===== src/tpm_defs.vh =====
// constants for the timer pin-function and count-source select block
`ifndef TPM_DEFS_VH
`define TPM_DEFS_VH
// register byte offsets
`define TPM_OFS_OUTDIS1 8'h00
`define TPM_OFS_OUTDIS2 8'h04
`define TPM_OFS_FUNC 8'h08
`define TPM_OFS_PWMSEL 8'h0c
`define TPM_OFS_IOAB 8'h10
`define TPM_OFS_IOCD 8'h14
`define TPM_OFS_P2DIR 8'h18
`define TPM_OFS_INTCFG 8'h1c
`define TPM_OFS_CH0CTL 8'h20
`define TPM_OFS_CH1CTL 8'h24
`define TPM_OFS_OSC 8'h28
`define TPM_OFS_STATUS 8'h2c
`define TPM_OFS_P2DATA 8'h30
// reset values
`define TPM_RST_OUTDIS1 4'hf
`define TPM_RST_FUNC 4'h1
`define TPM_RST_P2DIR 8'h00
`define TPM_RST_CHCTL 5'h00
// field positions
`define TPM_FUNC_FIXED_PERIOD_DUAL_PWM_MODE_BIT 0
`define TPM_FUNC_CMD_LO 1
`define TPM_FUNC_EXTERNAL_CLOCK_ENABLE 3
`define TPM_INT_POL 0
`define TPM_INT_EN 1
`define TPM_INT_DIR 2
`define TPM_ST_CUTOFF 12
`define TPM_ST_OPCLK 13
`define TPM_ST_EXTREF 14
// pin function codes
`define TPM_PF_PORT 3'h0
`define TPM_PF_COMP 3'h1
`define TPM_PF_RSYNC 3'h2
`define TPM_PF_PWM 3'h3
`define TPM_PF_CMP 3'h4
`define TPM_PF_CAPT 3'h5
// clock select codes
`define TPM_CK_F1 3'h0
`define TPM_CK_F2 3'h1
`define TPM_CK_F4 3'h2
`define TPM_CK_F8 3'h3
`define TPM_CK_F32 3'h4
`define TPM_CK_EXT 3'h5
`define TPM_CK_OSC 3'h6
// prescaler width for the divide-by-32 tap
`define TPM_PRE_W 5
`endif


===== src/tpm_clk_sel.v =====
// count-source selector for one timer channel
`timescale 1ns/100ps
`default_nettype none
`include "tpm_defs.vh"
module tpm_clk_sel (
  // clock and reset
  input wire clk_in,
  input wire rst_in,
  // selection
  input wire [2:0] clk_sel_in,
  input wire [1:0] edge_sel_in,
  input wire ext_ok_in,
  input wire hs_osc_in,
  // sources
  input wire [`TPM_PRE_W-1:0] pre_in,
  input wire osc_tick_in,
  input wire ext_pin_in,
  // one-cycle count enable
  output reg tick_out
);
  reg ext_q;
  reg ext_prev_q;
  reg tick_d;
  wire rise;
  wire fall;
  wire ext_edge;
  assign rise = ext_q & ~ext_prev_q;
  assign fall = ~ext_q & ext_prev_q;
  assign ext_edge = edge_sel_in[1] ? (rise | fall) : (edge_sel_in[0] ? fall : rise);

  // external pin history for edge detection
  always @(posedge clk_in or posedge rst_in) begin
    if (rst_in) begin
      ext_q <= 1'b0;
      ext_prev_q <= 1'b0;
      tick_out <= 1'b0;
    end else begin
      ext_q <= ext_pin_in; // RQ14
      ext_prev_q <= ext_q;
      tick_out <= tick_d;
    end
  end

  // source multiplexer
  always @* begin
    case (clk_sel_in) // RQ11
      `TPM_CK_F1: tick_d = 1'b1;
      `TPM_CK_F2: tick_d = &pre_in[0];
      `TPM_CK_F4: tick_d = &pre_in[1:0];
      `TPM_CK_F8: tick_d = &pre_in[2:0];
      `TPM_CK_F32: tick_d = &pre_in;
      `TPM_CK_EXT: tick_d = ext_ok_in & ext_edge; // RQ13
      `TPM_CK_OSC: tick_d = hs_osc_in & osc_tick_in; // RQ12
      default: tick_d = 1'b0;
    endcase
  end
endmodule
`default_nettype wire


===== src/tpm_pin_dec.v =====
// pin function decoder for one channel 1 timer pin
`timescale 1ns/100ps
`default_nettype none
`include "tpm_defs.vh"
module tpm_pin_dec #(
  parameter HAS_PWM = 1
) (
  // pin-select controls
  input wire dis_in,
  input wire fixed_per_in,
  input wire [1:0] cmd_in,
  input wire pwm_sel_in,
  input wire [2:0] ioc_in,
  // decoded function
  output reg [2:0] func_out
);
  wire psel;
  assign psel = (HAS_PWM != 0) ? pwm_sel_in : 1'b0;

  // priority decode of the pin's function
  always @* begin
    func_out = `TPM_PF_PORT; // RQ6
    if (!dis_in && cmd_in[1]) begin
      func_out = `TPM_PF_COMP; // RQ1
    end else if (!dis_in && cmd_in == 2'b01) begin
      func_out = `TPM_PF_RSYNC; // RQ2
    end else if (fixed_per_in && cmd_in == 2'b00) begin
      if (!dis_in && psel) begin
        func_out = `TPM_PF_PWM; // RQ3
      end else if (!psel && ioc_in[2]) begin
        func_out = `TPM_PF_CAPT; // RQ5
      end else if (!dis_in && !psel && (ioc_in == 3'b001 || ioc_in[2:1] == 2'b01)) begin
        func_out = `TPM_PF_CMP; // RQ4
      end
    end
  end
endmodule
`default_nettype wire


===== src/tpm_top.v =====
// timer channel 1 pin-function mux and count-source select, wishbone slave
// How it works
// RQ1: pin enabled and combination field 1x drives complementary pwm wave
// RQ2: pin enabled and combination field 01 drives reset-synchronous pwm wave
// RQ3: pins b-d drive plain pwm when enabled, fixed bit 1, field 00, pwm select
// RQ4: compare output when enabled, field 00, no pwm select, io 001 or 01x
// RQ5: capture trigger input when field 00, no pwm select, io 1xx
// RQ6: any other pin setting leaves the pin to general port logic
// RQ7: software makes a capture pin an input via its direction bit
// RQ8: interrupt pin is cutoff input when enable 1, polarity 0, irq 1, dir 0
// RQ9: otherwise interrupt pin is a port pin or ordinary interrupt
// RQ10: source select same in every mode; external clock barred in dual pwm
// RQ11: counter clock from system clock divided by 1, 2, 4, 8 or 32
// RQ12: code 110 counts 40 mhz oscillator, needs oscillator select set
// RQ13: code 101 with external clock enable counts chosen pin edges
// RQ14: external clock pulses last at least three operating clock cycles
// RQ15: software starts oscillator before writing code 110
// RQ16: operating clock is system clock for 000-101, oscillator for 110
`timescale 1ns/100ps
`default_nettype none
`include "tpm_defs.vh"
module tpm_top (
  // clock and reset
  input wire SYS_CLK_IN,
  input wire RST_IN,
  // wishbone slave
  input wire WB_CYC_IN,
  input wire WB_STB_IN,
  input wire WB_WE_IN,
  input wire [7:0] WB_ADR_IN,
  input wire [3:0] WB_SEL_IN,
  input wire [31:0] WB_DAT_IN,
  output reg [31:0] WB_DAT_OUT,
  output reg WB_ACK_OUT,
  // waveforms from the generator, bit 0 is pin a
  input wire [3:0] COMP_WAVE_IN,
  input wire [3:0] RSYNC_WAVE_IN,
  input wire [3:0] PWM_WAVE_IN,
  input wire [3:0] CMP_WAVE_IN,
  // channel 1 timer pins a-d
  input wire [3:0] TPIN_IN,
  output reg [3:0] TPIN_OUT,
  output reg [3:0] TPIN_OE_OUT,
  output reg [3:0] CAPTURE_TRIG_OUT,
  // external interrupt pin zero
  input wire IRQ0_PIN_IN,
  output reg CUTOFF_REQ_OUT,
  output reg IRQ0_REQ_OUT,
  // count sources
  input wire EXT_CLK_PIN_IN,
  input wire OSC40_TICK_IN,
  output wire [1:0] COUNT_TICK_OUT,
  output reg OP_CLK_OSC_OUT
);
  // software-visible control registers
  reg [3:0] outdis1_q;
  reg cutoff_en_q;
  reg [3:0] func_q;
  reg [2:0] pwmsel_q;
  reg [6:0] ioab_q;
  reg [6:0] iocd_q;
  reg [7:0] p2dir_q;
  reg [7:0] p2data_q;
  reg [2:0] intcfg_q;
  reg [4:0] ch0ctl_q;
  reg [4:0] ch1ctl_q;
  reg hs_osc_q;
  reg [`TPM_PRE_W-1:0] pre_q;
  reg [31:0] rdata_d;

  // decoded state
  wire fixed_per;
  wire [1:0] cmd;
  wire external_clock_enable;
  wire [3:0] pwm_vec;
  wire [11:0] io_vec;
  wire [11:0] pf_vec;
  wire cutoff_sel;
  wire ext_refused;
  wire ext_ok;
  wire wb_req;
  wire wb_wr;

  assign fixed_per = func_q[`TPM_FUNC_FIXED_PERIOD_DUAL_PWM_MODE_BIT];
  assign cmd = func_q[`TPM_FUNC_CMD_LO+1:`TPM_FUNC_CMD_LO];
  assign external_clock_enable = func_q[`TPM_FUNC_EXTERNAL_CLOCK_ENABLE];
  assign pwm_vec = {pwmsel_q, 1'b0};
  assign io_vec = {iocd_q[6:4], iocd_q[2:0], ioab_q[6:4], ioab_q[2:0]};
  assign wb_req = WB_CYC_IN & WB_STB_IN;
  assign wb_wr = wb_req & WB_WE_IN & ~WB_ACK_OUT & WB_SEL_IN[0];

  // forced cutoff selection of the interrupt pin
  assign cutoff_sel = cutoff_en_q & ~intcfg_q[`TPM_INT_POL]
    & intcfg_q[`TPM_INT_EN] & ~intcfg_q[`TPM_INT_DIR]; // RQ8

  // external clock barred in dual pwm mode and while its pin is an output
  assign ext_refused = ~fixed_per & (cmd == 2'b00); // RQ10
  assign ext_ok = external_clock_enable & ~ext_refused & ~p2dir_q[0]; // RQ13

  // bus answer, one wait state, dropped the cycle after it is given
  always @(posedge SYS_CLK_IN or posedge RST_IN) begin
    if (RST_IN) begin
      WB_ACK_OUT <= 1'b0;
      WB_DAT_OUT <= 32'h00000000;
    end else begin
      WB_ACK_OUT <= wb_req & ~WB_ACK_OUT;
      WB_DAT_OUT <= (wb_req & ~WB_ACK_OUT & ~WB_WE_IN) ? rdata_d : 32'h00000000;
    end
  end

  // register writes, low byte lane only
  always @(posedge SYS_CLK_IN or posedge RST_IN) begin
    if (RST_IN) begin
      outdis1_q <= `TPM_RST_OUTDIS1;
      cutoff_en_q <= 1'b0;
      func_q <= `TPM_RST_FUNC;
      pwmsel_q <= 3'h0;
      ioab_q <= 7'h00;
      iocd_q <= 7'h00;
      p2dir_q <= `TPM_RST_P2DIR;
      p2data_q <= 8'h00;
      intcfg_q <= 3'h0;
      ch0ctl_q <= `TPM_RST_CHCTL;
      ch1ctl_q <= `TPM_RST_CHCTL;
      hs_osc_q <= 1'b0;
    end else if (wb_wr) begin
      case (WB_ADR_IN)
        `TPM_OFS_OUTDIS1: outdis1_q <= WB_DAT_IN[3:0];
        `TPM_OFS_OUTDIS2: cutoff_en_q <= WB_DAT_IN[0];
        `TPM_OFS_FUNC: func_q <= WB_DAT_IN[3:0];
        `TPM_OFS_PWMSEL: pwmsel_q <= WB_DAT_IN[2:0];
        `TPM_OFS_IOAB: ioab_q <= WB_DAT_IN[6:0];
        `TPM_OFS_IOCD: iocd_q <= WB_DAT_IN[6:0];
        `TPM_OFS_P2DIR: p2dir_q <= WB_DAT_IN[7:0];
        `TPM_OFS_P2DATA: p2data_q <= WB_DAT_IN[7:0];
        `TPM_OFS_INTCFG: intcfg_q <= WB_DAT_IN[2:0];
        `TPM_OFS_CH0CTL: ch0ctl_q <= WB_DAT_IN[4:0];
        `TPM_OFS_CH1CTL: ch1ctl_q <= WB_DAT_IN[4:0];
        `TPM_OFS_OSC: hs_osc_q <= WB_DAT_IN[0];
        default: hs_osc_q <= hs_osc_q;
      endcase
    end
  end

  // read multiplexer, unmapped reads give zero
  always @* begin
    rdata_d = 32'h00000000;
    case (WB_ADR_IN)
      `TPM_OFS_OUTDIS1: rdata_d[3:0] = outdis1_q;
      `TPM_OFS_OUTDIS2: rdata_d[0] = cutoff_en_q;
      `TPM_OFS_FUNC: rdata_d[3:0] = func_q;
      `TPM_OFS_PWMSEL: rdata_d[2:0] = pwmsel_q;
      `TPM_OFS_IOAB: rdata_d[6:0] = ioab_q;
      `TPM_OFS_IOCD: rdata_d[6:0] = iocd_q;
      `TPM_OFS_P2DIR: rdata_d[7:0] = p2dir_q;
      `TPM_OFS_P2DATA: rdata_d[7:0] = p2data_q;
      `TPM_OFS_INTCFG: rdata_d[2:0] = intcfg_q;
      `TPM_OFS_CH0CTL: rdata_d[4:0] = ch0ctl_q;
      `TPM_OFS_CH1CTL: rdata_d[4:0] = ch1ctl_q;
      `TPM_OFS_OSC: rdata_d[0] = hs_osc_q;
      `TPM_OFS_STATUS: begin
        rdata_d[11:0] = pf_vec;
        rdata_d[`TPM_ST_CUTOFF] = cutoff_sel;
        rdata_d[`TPM_ST_OPCLK] = OP_CLK_OSC_OUT;
        rdata_d[`TPM_ST_EXTREF] = ext_refused & external_clock_enable;
      end
      default: rdata_d = 32'h00000000;
    endcase
  end

  // one decoder per channel 1 pin; pin a has no pwm select
  genvar gi;
  generate
    for (gi = 0; gi < 4; gi = gi + 1) begin : g_pin
      tpm_pin_dec #(
        .HAS_PWM((gi != 0) ? 1 : 0)
      ) u_dec (
        .dis_in(outdis1_q[gi]),
        .fixed_per_in(fixed_per),
        .cmd_in(cmd),
        .pwm_sel_in(pwm_vec[gi]),
        .ioc_in(io_vec[gi*3+2:gi*3]),
        .func_out(pf_vec[gi*3+2:gi*3])
      );
    end
  endgenerate

  // pin drivers and capture triggers, registered
  integer pi;
  always @(posedge SYS_CLK_IN or posedge RST_IN) begin
    if (RST_IN) begin
      TPIN_OUT <= 4'h0;
      TPIN_OE_OUT <= 4'h0;
      CAPTURE_TRIG_OUT <= 4'h0;
    end else begin
      for (pi = 0; pi < 4; pi = pi + 1) begin
        CAPTURE_TRIG_OUT[pi] <= 1'b0;
        case (pf_vec[pi*3+:3])
          `TPM_PF_COMP: begin
            TPIN_OUT[pi] <= COMP_WAVE_IN[pi]; // RQ1
            TPIN_OE_OUT[pi] <= 1'b1;
          end
          `TPM_PF_RSYNC: begin
            TPIN_OUT[pi] <= RSYNC_WAVE_IN[pi]; // RQ2
            TPIN_OE_OUT[pi] <= 1'b1;
          end
          `TPM_PF_PWM: begin
            TPIN_OUT[pi] <= PWM_WAVE_IN[pi]; // RQ3
            TPIN_OE_OUT[pi] <= 1'b1;
          end
          `TPM_PF_CMP: begin
            TPIN_OUT[pi] <= CMP_WAVE_IN[pi]; // RQ4
            TPIN_OE_OUT[pi] <= 1'b1;
          end
          `TPM_PF_CAPT: begin
            // direction bit left to software, expected clear
            TPIN_OUT[pi] <= p2data_q[pi+4]; // RQ7
            TPIN_OE_OUT[pi] <= p2dir_q[pi+4];
            CAPTURE_TRIG_OUT[pi] <= TPIN_IN[pi]; // RQ5
          end
          default: begin
            TPIN_OUT[pi] <= p2data_q[pi+4]; // RQ6
            TPIN_OE_OUT[pi] <= p2dir_q[pi+4];
          end
        endcase
      end
    end
  end

  // interrupt pin: cutoff request (active low pin) or ordinary interrupt
  always @(posedge SYS_CLK_IN or posedge RST_IN) begin
    if (RST_IN) begin
      CUTOFF_REQ_OUT <= 1'b0;
      IRQ0_REQ_OUT <= 1'b0;
    end else begin
      CUTOFF_REQ_OUT <= cutoff_sel & ~IRQ0_PIN_IN; // RQ8
      IRQ0_REQ_OUT <= ~cutoff_sel & intcfg_q[`TPM_INT_EN]
        & (IRQ0_PIN_IN ^ ~intcfg_q[`TPM_INT_POL]); // RQ9
    end
  end

  // shared prescaler and operating clock flag
  always @(posedge SYS_CLK_IN or posedge RST_IN) begin
    if (RST_IN) begin
      pre_q <= {`TPM_PRE_W{1'b0}};
      OP_CLK_OSC_OUT <= 1'b0;
    end else begin
      pre_q <= pre_q + 1'b1; // RQ11
      OP_CLK_OSC_OUT <= (ch0ctl_q[2:0] == `TPM_CK_OSC)
        | (ch1ctl_q[2:0] == `TPM_CK_OSC); // RQ16
    end
  end

  // per-channel count source, identical in every mode except external clock barred in dual pwm
  tpm_clk_sel u_cs0 (
    .clk_in(SYS_CLK_IN),
    .rst_in(RST_IN),
    .clk_sel_in(ch0ctl_q[2:0]),
    .edge_sel_in(ch0ctl_q[4:3]),
    .ext_ok_in(ext_ok),
    .hs_osc_in(hs_osc_q),
    .pre_in(pre_q),
    .osc_tick_in(OSC40_TICK_IN),
    .ext_pin_in(EXT_CLK_PIN_IN),
    .tick_out(COUNT_TICK_OUT[0])
  ); // RQ10

  tpm_clk_sel u_cs1 (
    .clk_in(SYS_CLK_IN),
    .rst_in(RST_IN),
    .clk_sel_in(ch1ctl_q[2:0]),
    .edge_sel_in(ch1ctl_q[4:3]),
    .ext_ok_in(ext_ok),
    .hs_osc_in(hs_osc_q),
    .pre_in(pre_q),
    .osc_tick_in(OSC40_TICK_IN),
    .ext_pin_in(EXT_CLK_PIN_IN),
    .tick_out(COUNT_TICK_OUT[1])
  ); // RQ12
endmodule
`default_nettype wire

===== config.mk =====
export PLATFORM = sky130hd
export DESIGN_NAME = tpm_top
export DESIGN_NICKNAME = d
export VERILOG_FILES = /design/src/tpm_clk_sel.v /design/src/tpm_pin_dec.v /design/src/tpm_top.v
export VERILOG_INCLUDE_DIRS = /design/src
export SDC_FILE = /design/constraint.sdc
export NUM_CORES = 1
export LEC_CHECK = 0
export ABC_AREA = 1
export BUFFER_PORTS_ARGS = -buffer_cell sky130_fd_sc_hd__buf_4
export CORE_UTILIZATION = 30
export CTS_BUF_LIST = sky130_fd_sc_hd__clkbuf_8 sky130_fd_sc_hd__clkbuf_16
export DETAILED_ROUTE_END_ITERATION = 6
export SLEW_MARGIN = 20
export SYNTH_ARGS = -nofsm -noshare
export SYNTH_HDL_FRONTEND = slang
export SYNTH_HIERARCHICAL = 1
export SYNTH_SLANG_ARGS = --single-unit

===== constraint.sdc =====
create_clock -name SYS_CLK_IN -period 4.1 [get_ports SYS_CLK_IN]
set_clock_uncertainty 0.15 [all_clocks]
set_input_delay 0.82 -clock SYS_CLK_IN [delete_from_list [all_inputs] [get_ports SYS_CLK_IN]]
set_output_delay 0.82 -clock SYS_CLK_IN [all_outputs]
set_load 0.05 [all_outputs]

# Word level (Yosys, flattened, before mapping)

Index checks and enable logic that the tools add are counted.

Bits of input ports: 72
Register bits after elaboration: 96
Output and inout port bits: 50
Word-level logic and storage cells: 219

Reduce and logical (&&, ||, !) cells: 56
Equal/unequal tests: 53
Bitwise operators: 35
Multiplexer cells: 49
$add $sub $neg: 1

Operators with widths:

| kind                                                                  | count |
|---|---|
| 3-bit 2-to-1 mux                                                      | 23 |
| 3-bit equality test, second input constant                            | 14 |
| 8-bit by 6-bit equality test with 1-bit output, second input constant | 5 |
| 3-bit by 2-bit equality test with 1-bit output, second input constant | 12 |
| 8-bit by 5-bit equality test with 1-bit output, second input constant | 4 |
| 3-bit by 1-bit equality test with 1-bit output, second input constant | 10 |
| 2-bit AND reduction                                                   | 13 |
| 1-bit logical AND                                                     | 22 |
| 2-bit case mux with 11 select lines                                   | 1 |
| 1-bit bitwise AND                                                     | 21 |
| 1-bit case mux with 7 select lines                                    | 3 |
| 8-bit by 4-bit equality test with 1-bit output, second input constant | 2 |
| 1-bit case mux with 4 select lines                                    | 4 |
| 4-bit OR reduction                                                    | 4 |
| 15-bit 2-to-1 mux                                                     | 1 |
| 1-bit case mux with 13 select lines                                   | 1 |
| 1-bit 2-to-1 mux                                                      | 12 |
| 1-bit inverter                                                        | 11 |
| 2-bit by 1-bit equality test with 1-bit output, second input constant | 5 |
| 2-bit case mux with 5 select lines                                    | 1 |
| 1-bit case mux with 9 select lines                                    | 1 |
| 8-bit by 3-bit equality test with 1-bit output, second input constant | 1 |
| 8-bit zero test                                                       | 1 |
| 1-bit zero test                                                       | 7 |
| 10 further kinds                                                      | 15 |

# Logic depth before layout (Yosys ltp)

Gate-level depths: netlist of the first run.

Depth after elaboration: 12
Depth in mapped cells: 11
Depth with buffers taken out: 11

# Modules after synthesis

The synthesis of the first run kept the hierarchy.

Modules (own cells, without submodules):

| module                           | sequential area each (sq um) | times used | cells an instance | area each (sq um) |
|---|---|---|---|---|
| tpm_top                          | 2308.5                       | 1          | 541               | 4574.4 |
| tpm_clk_sel                      | 75.1                         | 2          | 36                | 231.5 |
| tpm_pin_dec (g_pin[1].u_dec ...) | 0.0                          | 3          | 23                | 88.8 |
| tpm_pin_dec (g_pin[0].u_dec)     | 0.0                          | 1          | 12                | 51.3 |

# Worst setup path before layout of the first run

OpenSTA, ideal clock, no wires.

Kind: in2reg
Start point: input WB_STB_IN
End point: register iocd_q[0]
Path slack: 2.156 ns
Setup time: 0.128 ns
Arrival: 1.666 ns
Stages: 9
Data required time: 3.822 ns
Path buffers: 2
Cell sequence: inv_1 nor2_2 nand2_2 nor2_4 buf_6 nand2_4 buf_6 nand2_1 o21ai_2

Longest elaborated chain between the ends: 5

RTL lines:

| element                              | RTL line      | RTL |
|---|---|---|
| start: declaration                   | tpm_top.v:28  | `input wire WB_STB_IN,` |
| 1-bit bitwise AND                    | tpm_top.v:89  | `assign wb_req = WB_CYC_IN & WB_STB_IN;` |
| 1-bit bitwise AND (3 in series)      | tpm_top.v:90  | `assign wb_wr = wb_req & WB_WE_IN & ~WB_ACK_OUT & WB_SEL_IN[0];` |
| 2-bit AND reduction (no source line) | -             |  |
| end signal: assignment               | tpm_top.v:133 | `` `TPM_OFS_IOCD: iocd_q <= WB_DAT_IN[6:0]; `` |
| end: declaration                     | tpm_top.v:61  | `reg [6:0] iocd_q;` |

No other way between the ends.
A chain may end at the register's enable or synchronous reset.

# Worst setup path after layout of the first run

Start point: input WB_ADR_IN[0]
End point: register WB_DAT_OUT[12]

Longest elaborated chain between the ends: 3

RTL lines:

| element                                        | RTL line      | RTL |
|---|---|---|
| start: declaration                             | tpm_top.v:30  | `input wire [7:0] WB_ADR_IN,` |
| 8-bit by 6-bit equality test with 1-bit output | tpm_top.v:148 | `case (WB_ADR_IN)` |
| 7-bit 2-to-1 mux                               | tpm_top.v:148 |  |
| 15-bit 2-to-1 mux                              | tpm_top.v:107 | `WB_DAT_OUT <= (wb_req & ~WB_ACK_OUT & ~WB_WE_IN) ? rdata_d : 32'h00000000;` |
| end signal: assignment                         | tpm_top.v:107 |  |
| end: declaration                               | tpm_top.v:33  | `output reg [31:0] WB_DAT_OUT,` |

No other way between the ends.

==> results of run 1 <==
-- cell type report --
type                    instances  area (um^2)
fillers                      1821        11000
flip-flops and latches         98         2460
multi-input cells             496         2400
repair buffers                 79          606
inverters                      90          343
well taps                     225          282
clock buffers                   9          225
clock inverters                 7         46.3
-- layer usage --
layer | GRT usage | up-vias | part of all wire
met5 | 0 | - | 0
met4 | 0.0431 | 0 | 0.012
met3 | 0.0426 | 11 | 0.053
met2 | 0.240 | 109 | 0.45
met1 | 0.216 | 2095 | 0.48
li1 | - | 2317 | -
-- logic make-up after synthesis --
| group | after synthesis |
|---|---|
| and+or+nand+nor | 387 |
| buffers and inverters | 116 |
| DFF | 98 |
| AOI/OAI and AO/OA | 83 |
| adders and majority gates | 5 |
| xor gates and xnor gates | 4 |
| other | 1 |
-- layout by cell type, fill, tap and decap left out, drive strengths merged --
cell type  instances
inv               92
a211oi             3
conb              17
nor3b              1
nand4              6
nor2              80
a21oi              7
nand3             54
ha                 5
o21ai             65
dfrtp             93
xor2               2
dfstp              5
nand2            231
buf               79
o21bai             2
clkbuf             9
o22ai              3
clkinvlp           2
xnor2              2
a32oi              3
nor3              14
clkinv             3
or2                1
-- power groups by stage --
stage	registers [mW]	logic, mW	clock network (mW)
after floorplan	1.01	0.108	0
after global placement	1.00	0.166	0
after detailed placement	1.00	0.167	0
after CTS	0.981	0.167	0.824
after global routing	0.982	0.181	0.864
final	0.982	0.165	0.802
-- Yosys cell counts (all sizes together), types with 2 or more instances --
master | instances | share of area
o22ai | 3 | 0.0035
inv | 90 | 0.064
nor2 | 80 | 0.069
dfstp | 5 | 0.025
buf | 25 | 0.040
a211oi | 3 | 0.0042
xnor2 | 2 | 0.0033
nand3 | 54 | 0.053
o21bai | 2 | 0.0028
nand2 | 231 | 0.17
xor2 | 2 | 0.0033
a32oi | 3 | 0.0049
o21ai | 65 | 0.078
a21oi | 7 | 0.0065
dfrtp | 93 | 0.43
nand4 | 6 | 0.0070
ha | 5 | 0.012
nor3 | 14 | 0.013
-- per-stage QoR --
stage               hold slack, ps  power [mW]  worst slack, ps
finish                         202        1.95             1830
global route                   201        2.03             1630
floorplan                      230        1.11              746
global placement               248        1.17             1440
CTS                            188        1.97             1780
detailed placement             255        1.17             1370
-- sequential cells by signal, summed over array words and instances (netlist names), 3 cells and up --
name	cells
CAPTURE_TRIG_OUT	4
TPIN_OE_OUT	4
TPIN_OUT	4
WB_DAT_OUT	15
ch0ctl_q	5
ch1ctl_q	5
func_q	4
intcfg_q	3
ioab_q	7
iocd_q	7
outdis1_q	4
p2data_q	8
p2dir_q	8
pre_q	5
pwmsel_q	3
-- path summary, 6_finish.rpt --
| kind | to | slack, ps | cells past startpoint |
|---|---|---|---|
| setup / recovery | WB_DAT_OUT[12] | 1830 | 8 |
| hold / removal | u_cs0/tick_out | 200 | 2 |
| setup reg to reg | TPIN_OUT[0] | 1880 | 5 |
| hold reg to reg | u_cs1/ext_prev_q | 270 | 0 |
| max in group asynchronous | outdis1_q[2] | 2660 | 3 |
| min in group SYS_CLK_IN | u_cs1/ext_prev_q | 270 | 0 |
==> flow_metrics.py, run 1 <==
metrics = {
    "worst_setup_path": {
        "crit_start": "WB_ADR_IN[0]",
        "worst_ep_arrival_ps": 2400,
        "critical_path_required_ps": 4230,
        "timing.critical_path.max_delay_family": "simple AND/OR/NAND/NOR gates",
        "cpMaxStageDelayCell": "sky130_fd_sc_hd__nor2_2",
        "path_common_cell": "sky130_fd_sc_hd__nand2_1",
        "critical_path.cell_chain": "buf_4 -> inv_1 -> nand2_2 -> nor2_2 -> nand2_1 -> inv_2 -> nand2_1 -> nor2_1",
        "cp.buffers_inverters": 3,
        "worst_setup_path_class": "in -> reg",
        "worst_setup_start_kind": "input port",
        "critical_path_peak_fanout": 12,
        "endpoint_kind": "flop",
        "max_stage_delay_ps": 440,
        "worstReg2RegStart": "func_q[2]",
    },
    "timing": {
        "slew_headroom": 0.457,
        "rsz0062_at_grt": "false",
        "setup_total_negative_slack_ps": 0,
        "finalHoldViolations": 0,
        "tightestPinTransition_ps": 809,
        "finalCriticalPeriod_ps": 2270,
        "finalCritPeriodShare": 0.554,
        "finalSetupViolations": 0,
        "max_freq_mhz": 440,
        "final_max_slew_viol_count": 0,
    },
    "synthesis": {
        "post_synth_inst_count": 694,
        "synth_seq_cells": 98,
        "netlist_area_mm2": 0.00536,
        "synth-compound-area-share": 0.0995,
        "async_reset_ff_frac": 1.00,
        "yosys.area_share.xor_xnor": 0.00654,
        "synthAdderAreaFrac": 0.0117,
        "synth_simple_gate_area_share": 0.318,
        "synth_top_family_by_area": "simple AND/OR/NAND/NOR gates",
        "synth-edff-count": 0,
        "synth-seq-area-share": 0.459,
        "yosysWarnings": 6,
        "mapped_avg_cell_area_um2": 7.72,
        "yosys-mux-area-fraction": 0,
        "synth_top_flop_cell": "sky130_fd_sc_hd__dfrtp_1",
        "synth.lib_cells_used.distinct": 32,
    },
    "placed_design": {
        "dp.cells": 988,
        "post_place_cell_area_mm2": 0.00609,
        "place.gp.congestion": 0.832,
        "placement.io_buffers": 77,
        "detailed_place_hpwl_um": 10100,
    },
    "cells_and_area": {
        "proportion_of_layout_cells_with_a_drive_suffix_above_1": 0.211,
        "stdcell_count": 1004,
        "fin_area_mm2": 0.00636,
        "finish.net_count": 851,
        "layout_stage_area_growth_over_the_synthesis_result_pct": 18.7,
        "antenna-diode-count": 0,
        "final_util": 0.366,
    },
    "floorplanning": {
        "die_h_um": 136,
        "floorplan.rows": 48,
        "ioPinCount": 122,
        "initial_utilization": 0.309,
        "fp.dieArea_mm2": 0.0184,
        "core_mm2": 0.0174,
        "die_width_um": 136,
    },
    "worst_hold_path": {
        "class_of_the_most_critical_hold_timing_path": "in -> async",
    },
    "cts": {
        "cts_max_path_buffers": 2,
        "clock_pin_slew_on_the_worst_setup_and_hold_paths_ps": 70,
        "holdBufCountCts": 0,
        "htree_levels": 3,
        "cts_setup_buffers": 0,
        "ctsRootBufferMaster": "sky130_fd_sc_hd__clkbuf_16",
        "clkLatencyLatePin_ps": 360,
        "cts_inserted_buffers": 9,
        "cts_tree": "done",
        "numClockSinks": 98,
        "cts_resized": 0,
    },
    "routing": {
        "detail_route.wirelength_um": 13700,
        "post_detailed_route_via_to_cell_ratio": 4.51,
        "antenna_left": 0,
        "num_vias": 4532,
        "route.detailed.drc": 0,
        "detail_route.first_pass.iterations": 5,
        "wl_per_cell_um": 13.6,
        "initialDrtViolationCount": 323,
    },
    "power": {
        "leakage_power_figure_nw": 3.29,
        "p_per_area_mw_per_mm2": 306,
        "power.ir.vdd_worst_uv": 206,
        "comb_power_share": 0.084,
        "power.switching_fraction": 0.265,
        "clkPwrFrac": 0.412,
        "power_report.internal_total_mw": 1.43,
        "seq_power_share": 0.504,
        "net-switching-power_uw": 517,
    },
    "global_route": {
        "grt_first_pass_wirelength_um": 21600,
        "grt_antenna_before_repair": 0,
        "first_global_vias": 4081,
        "grt_start_max_net_pins": 49,
        "congestion_overflow_gr": 0,
        "grt.total_usage": 0.157,
    },
    "outcome": {
        "status": "complete, no violations",
    },
    "job": {
        "max_cap_violations": 0,
    },
}
No activity file was read; power rests on OpenSTA's default activity.
==> run 2, diff against run 1 <==
==> constraint.sdc (replaced) <==
create_clock -name SYS_CLK_IN -period 2.1 [get_ports SYS_CLK_IN]
set_clock_uncertainty 0.15 [all_clocks]
set_input_delay 0.42 -clock SYS_CLK_IN [delete_from_list [all_inputs] [get_ports SYS_CLK_IN]]
set_output_delay 0.42 -clock SYS_CLK_IN [all_outputs]
set_load 0.05 [all_outputs]
==> run 2 against run 1 <==
Net effect:
- core utilization up 0.55 points
- global-route usage up 0.61 points
- first-iteration DRC count up 6.5%
- register-to-register slack worse by 1700 ps
- flip-flop and latch count unchanged
- sequential share of layout area down 0.57 points
- via count up 0.33%
- clock power up 85%
- cell area up 1.5%
- die area unchanged
==> flow_metrics.py, run 2 (synthesis results as in run 1) <==
metrics = {
    "outcome": {
        "status": "complete, no violations",
    },
    "worst_setup_path": {
        "critical_path_peak_fanout": 8,
        "critical_path_required_ps": 2180,
        "rr_worst_depth": 9,
        "worst_ep_arrival_ps": 2000,
        "endpoint_kind": "flop",
        "worst_setup_path_class": "reg -> reg",
        "crit_start": "func_q[0]",
        "worst_setup_start_kind": "flop",
        "r2r-end": "TPIN_OUT[1]",
        "r2r_slack_ps": 170,
        "worstReg2RegStart": "func_q[0]",
    },
    "cts": {
        "ctsRootBufferMaster": "sky130_fd_sc_hd__clkbuf_16",
        "htree_levels": 3,
        "cts_tree": "done",
        "cts_inserted_buffers": 9,
        "numClockSinks": 98,
        "clkLatencyLatePin_ps": 350,
        "cts_max_path_buffers": 2,
        "cts_setup_buffers": 0,
        "clock_pin_slew_on_the_worst_setup_and_hold_paths_ps": 70,
    },
    "placed_design": {
        "dp.cells": 997,
        "placement.io_buffers": 77,
        "post_place_cell_area_mm2": 0.00618,
        "place.gp.congestion": 0.848,
        "dp_slack_ps": 198,
        "detailed_place_hpwl_um": 10300,
    },
    "global_route": {
        "congestion_overflow_gr": 0,
        "first_global_vias": 4234,
        "grt_first_pass_wirelength_um": 22400,
        "grt_antenna_before_repair": 0,
        "grt.total_usage": 0.163,
        "grt_start_max_net_pins": 51,
    },
    "cells_and_area": {
        "layout_common_cells": "sky130_fd_sc_hd__nand2_1 (217), sky130_fd_sc_hd__dfrtp_1 (93), sky130_fd_sc_hd__inv_1 (86)",
        "proportion_of_layout_cells_with_a_drive_suffix_above_1": 0.217,
        "seqCellArea_mm2": 0.00246,
        "finish.net_count": 861,
        "antenna-diode-count": 0,
        "multi_input_area_mm2": 0.00240,
        "largest_registers_in_the_final_layout": "WB_DAT_OUT: 15 flops, p2data_q: 8 flops, p2dir_q: 8 flops",
        "fin_area_mm2": 0.00645,
        "largest_register": "WB_DAT_OUT",
        "final_util": 0.372,
        "fillCellCount": 1838,
        "layout_stage_area_growth_over_the_synthesis_result_pct": 20.5,
        "stdcell_count": 1014,
        "layout.cells.most_common": "sky130_fd_sc_hd__nand2_1",
        "largest_register_ff_count": 15,
    },
    "floorplanning": {
        "floorplan.rows": 48,
        "initial_utilization": 0.309,
        "core_mm2": 0.0174,
        "ioPinCount": 122,
        "fp.dieArea_mm2": 0.0184,
        "die_width_um": 136,
        "die_h_um": 136,
    },
    "power": {
        "power.ir.vdd_worst_uv": 379,
        "leakage_power_figure_nw": 3.36,
        "p_per_area_mw_per_mm2": 578,
    },
    "worst_hold_path": {
        "hp-start": "EXT_CLK_PIN_IN",
        "worstHoldPathCells": 1,
        "worstHoldEndpoint": "u_cs0/ext_q",
        "class_of_the_most_critical_hold_timing_path": "in -> reg",
    },
    "routing": {
        "initialDrtViolationCount": 344,
        "num_vias": 4547,
        "post_detailed_route_via_to_cell_ratio": 4.48,
        "route.detailed.drc": 0,
        "wl_per_cell_um": 13.6,
        "detail_route.wirelength_um": 13800,
        "detail_route.first_pass.iterations": 5,
        "antenna_left": 0,
    },
    "timing": {
        "tightestPinTransition_ps": 519,
        "slew_headroom": 0.653,
        "finalCritPeriodShare": 0.917,
        "finalCriticalPeriod_ps": 1930,
        "finalHoldViolations": 0,
        "max_freq_mhz": 519,
        "final_critical_path_setup_slack_ps": 173,
        "final_max_slew_viol_count": 0,
        "finalSetupViolations": 0,
        "setup_total_negative_slack_ps": 0,
        "rsz0062_at_grt": "false",
    },
    "job": {
        "max_cap_violations": 0,
    },
}
[run 2: cell count changes in the layout (fill, tap and decap cells not counted)]
cell                            before  now
sky130_fd_sc_hd__a211oi_2            0    1
sky130_fd_sc_hd__buf_4              78   85
sky130_fd_sc_hd__inv_4               2    1
sky130_fd_sc_hd__inv_6               1    0
sky130_fd_sc_hd__buf_12              1    3
sky130_fd_sc_hd__dlygate4sd3_1       0    1
sky130_fd_sc_hd__inv_1              83   86
sky130_fd_sc_hd__clkinv_4            1    0
sky130_fd_sc_hd__a211oi_1            3    2
[run 2: routing by layer]
layer | wire, um | global-route usage | up-vias
li1 | - | - | 2342
met1 | 6540 | 0.223 | 2086
met2 | 6320 | 0.251 | 110
met3 | 763 | 0.0449 | 9
met4 | 143 | 0.0437 | 0
met5 | 0 | 0 | -
[run 2: repair_timing]
item,4_1_cts,5_1_grt
gates resized for setup,0,1
hold buffers,1,0
endpoints found under the hold margin,12,0
endpoints found under the setup margin,0,1
[run 2: power breakdown]
group	switching [mW]	internal (mW)	leakage (nW)
sequential	0.0128	1.90	1.32
combinational	0.234	0.0982	1.89
clock	0.702	0.782	0.140
total	0.949	2.78	3.36
[run 2: worst max-delay path, stage by stage (launching register included)]
cell                       delay [ps]
sky130_fd_sc_hd__dfstp_2          630
sky130_fd_sc_hd__nand2_1           90
sky130_fd_sc_hd__nor2_2           140
sky130_fd_sc_hd__nand2_1           80
sky130_fd_sc_hd__nand2_1          150
sky130_fd_sc_hd__inv_1            100
sky130_fd_sc_hd__nor2_1           190
sky130_fd_sc_hd__a211oi_1         100
sky130_fd_sc_hd__nand2_1           90
sky130_fd_sc_hd__nand4_1           80
[run 2: worst max-delay path by stage]
stage / to / cells after the start
2_1_floorplan: iocd_q[0] / 8
3_3_place_gp: TPIN_OUT[0] / 7
3_5_place_dp: WB_DAT_OUT[12] / 8
4_1_cts: TPIN_OUT[1] / 9
5_1_grt: TPIN_OUT[0] / 9
6_report: TPIN_OUT[1] / 9
[run 2: layout make-up]
type	instances	area share
Sequential cell	98	0.381
Multi-Input combinational cell	496	0.372
Timing Repair Buffer	89	0.110
Inverter	90	0.0533
Tap cell	225	0.0436
Clock buffer	9	0.0349
Clock inverter	7	0.00504
[run 2: metrics by stage]
step	hold WS, ps	power (mW)
5_1_grt	20.7	3.90
3_5_place_dp	180	2.29
6_report	32.9	3.73
4_1_cts	18.4	3.80
3_3_place_gp	175	2.29
2_1_floorplan	23.6	2.18
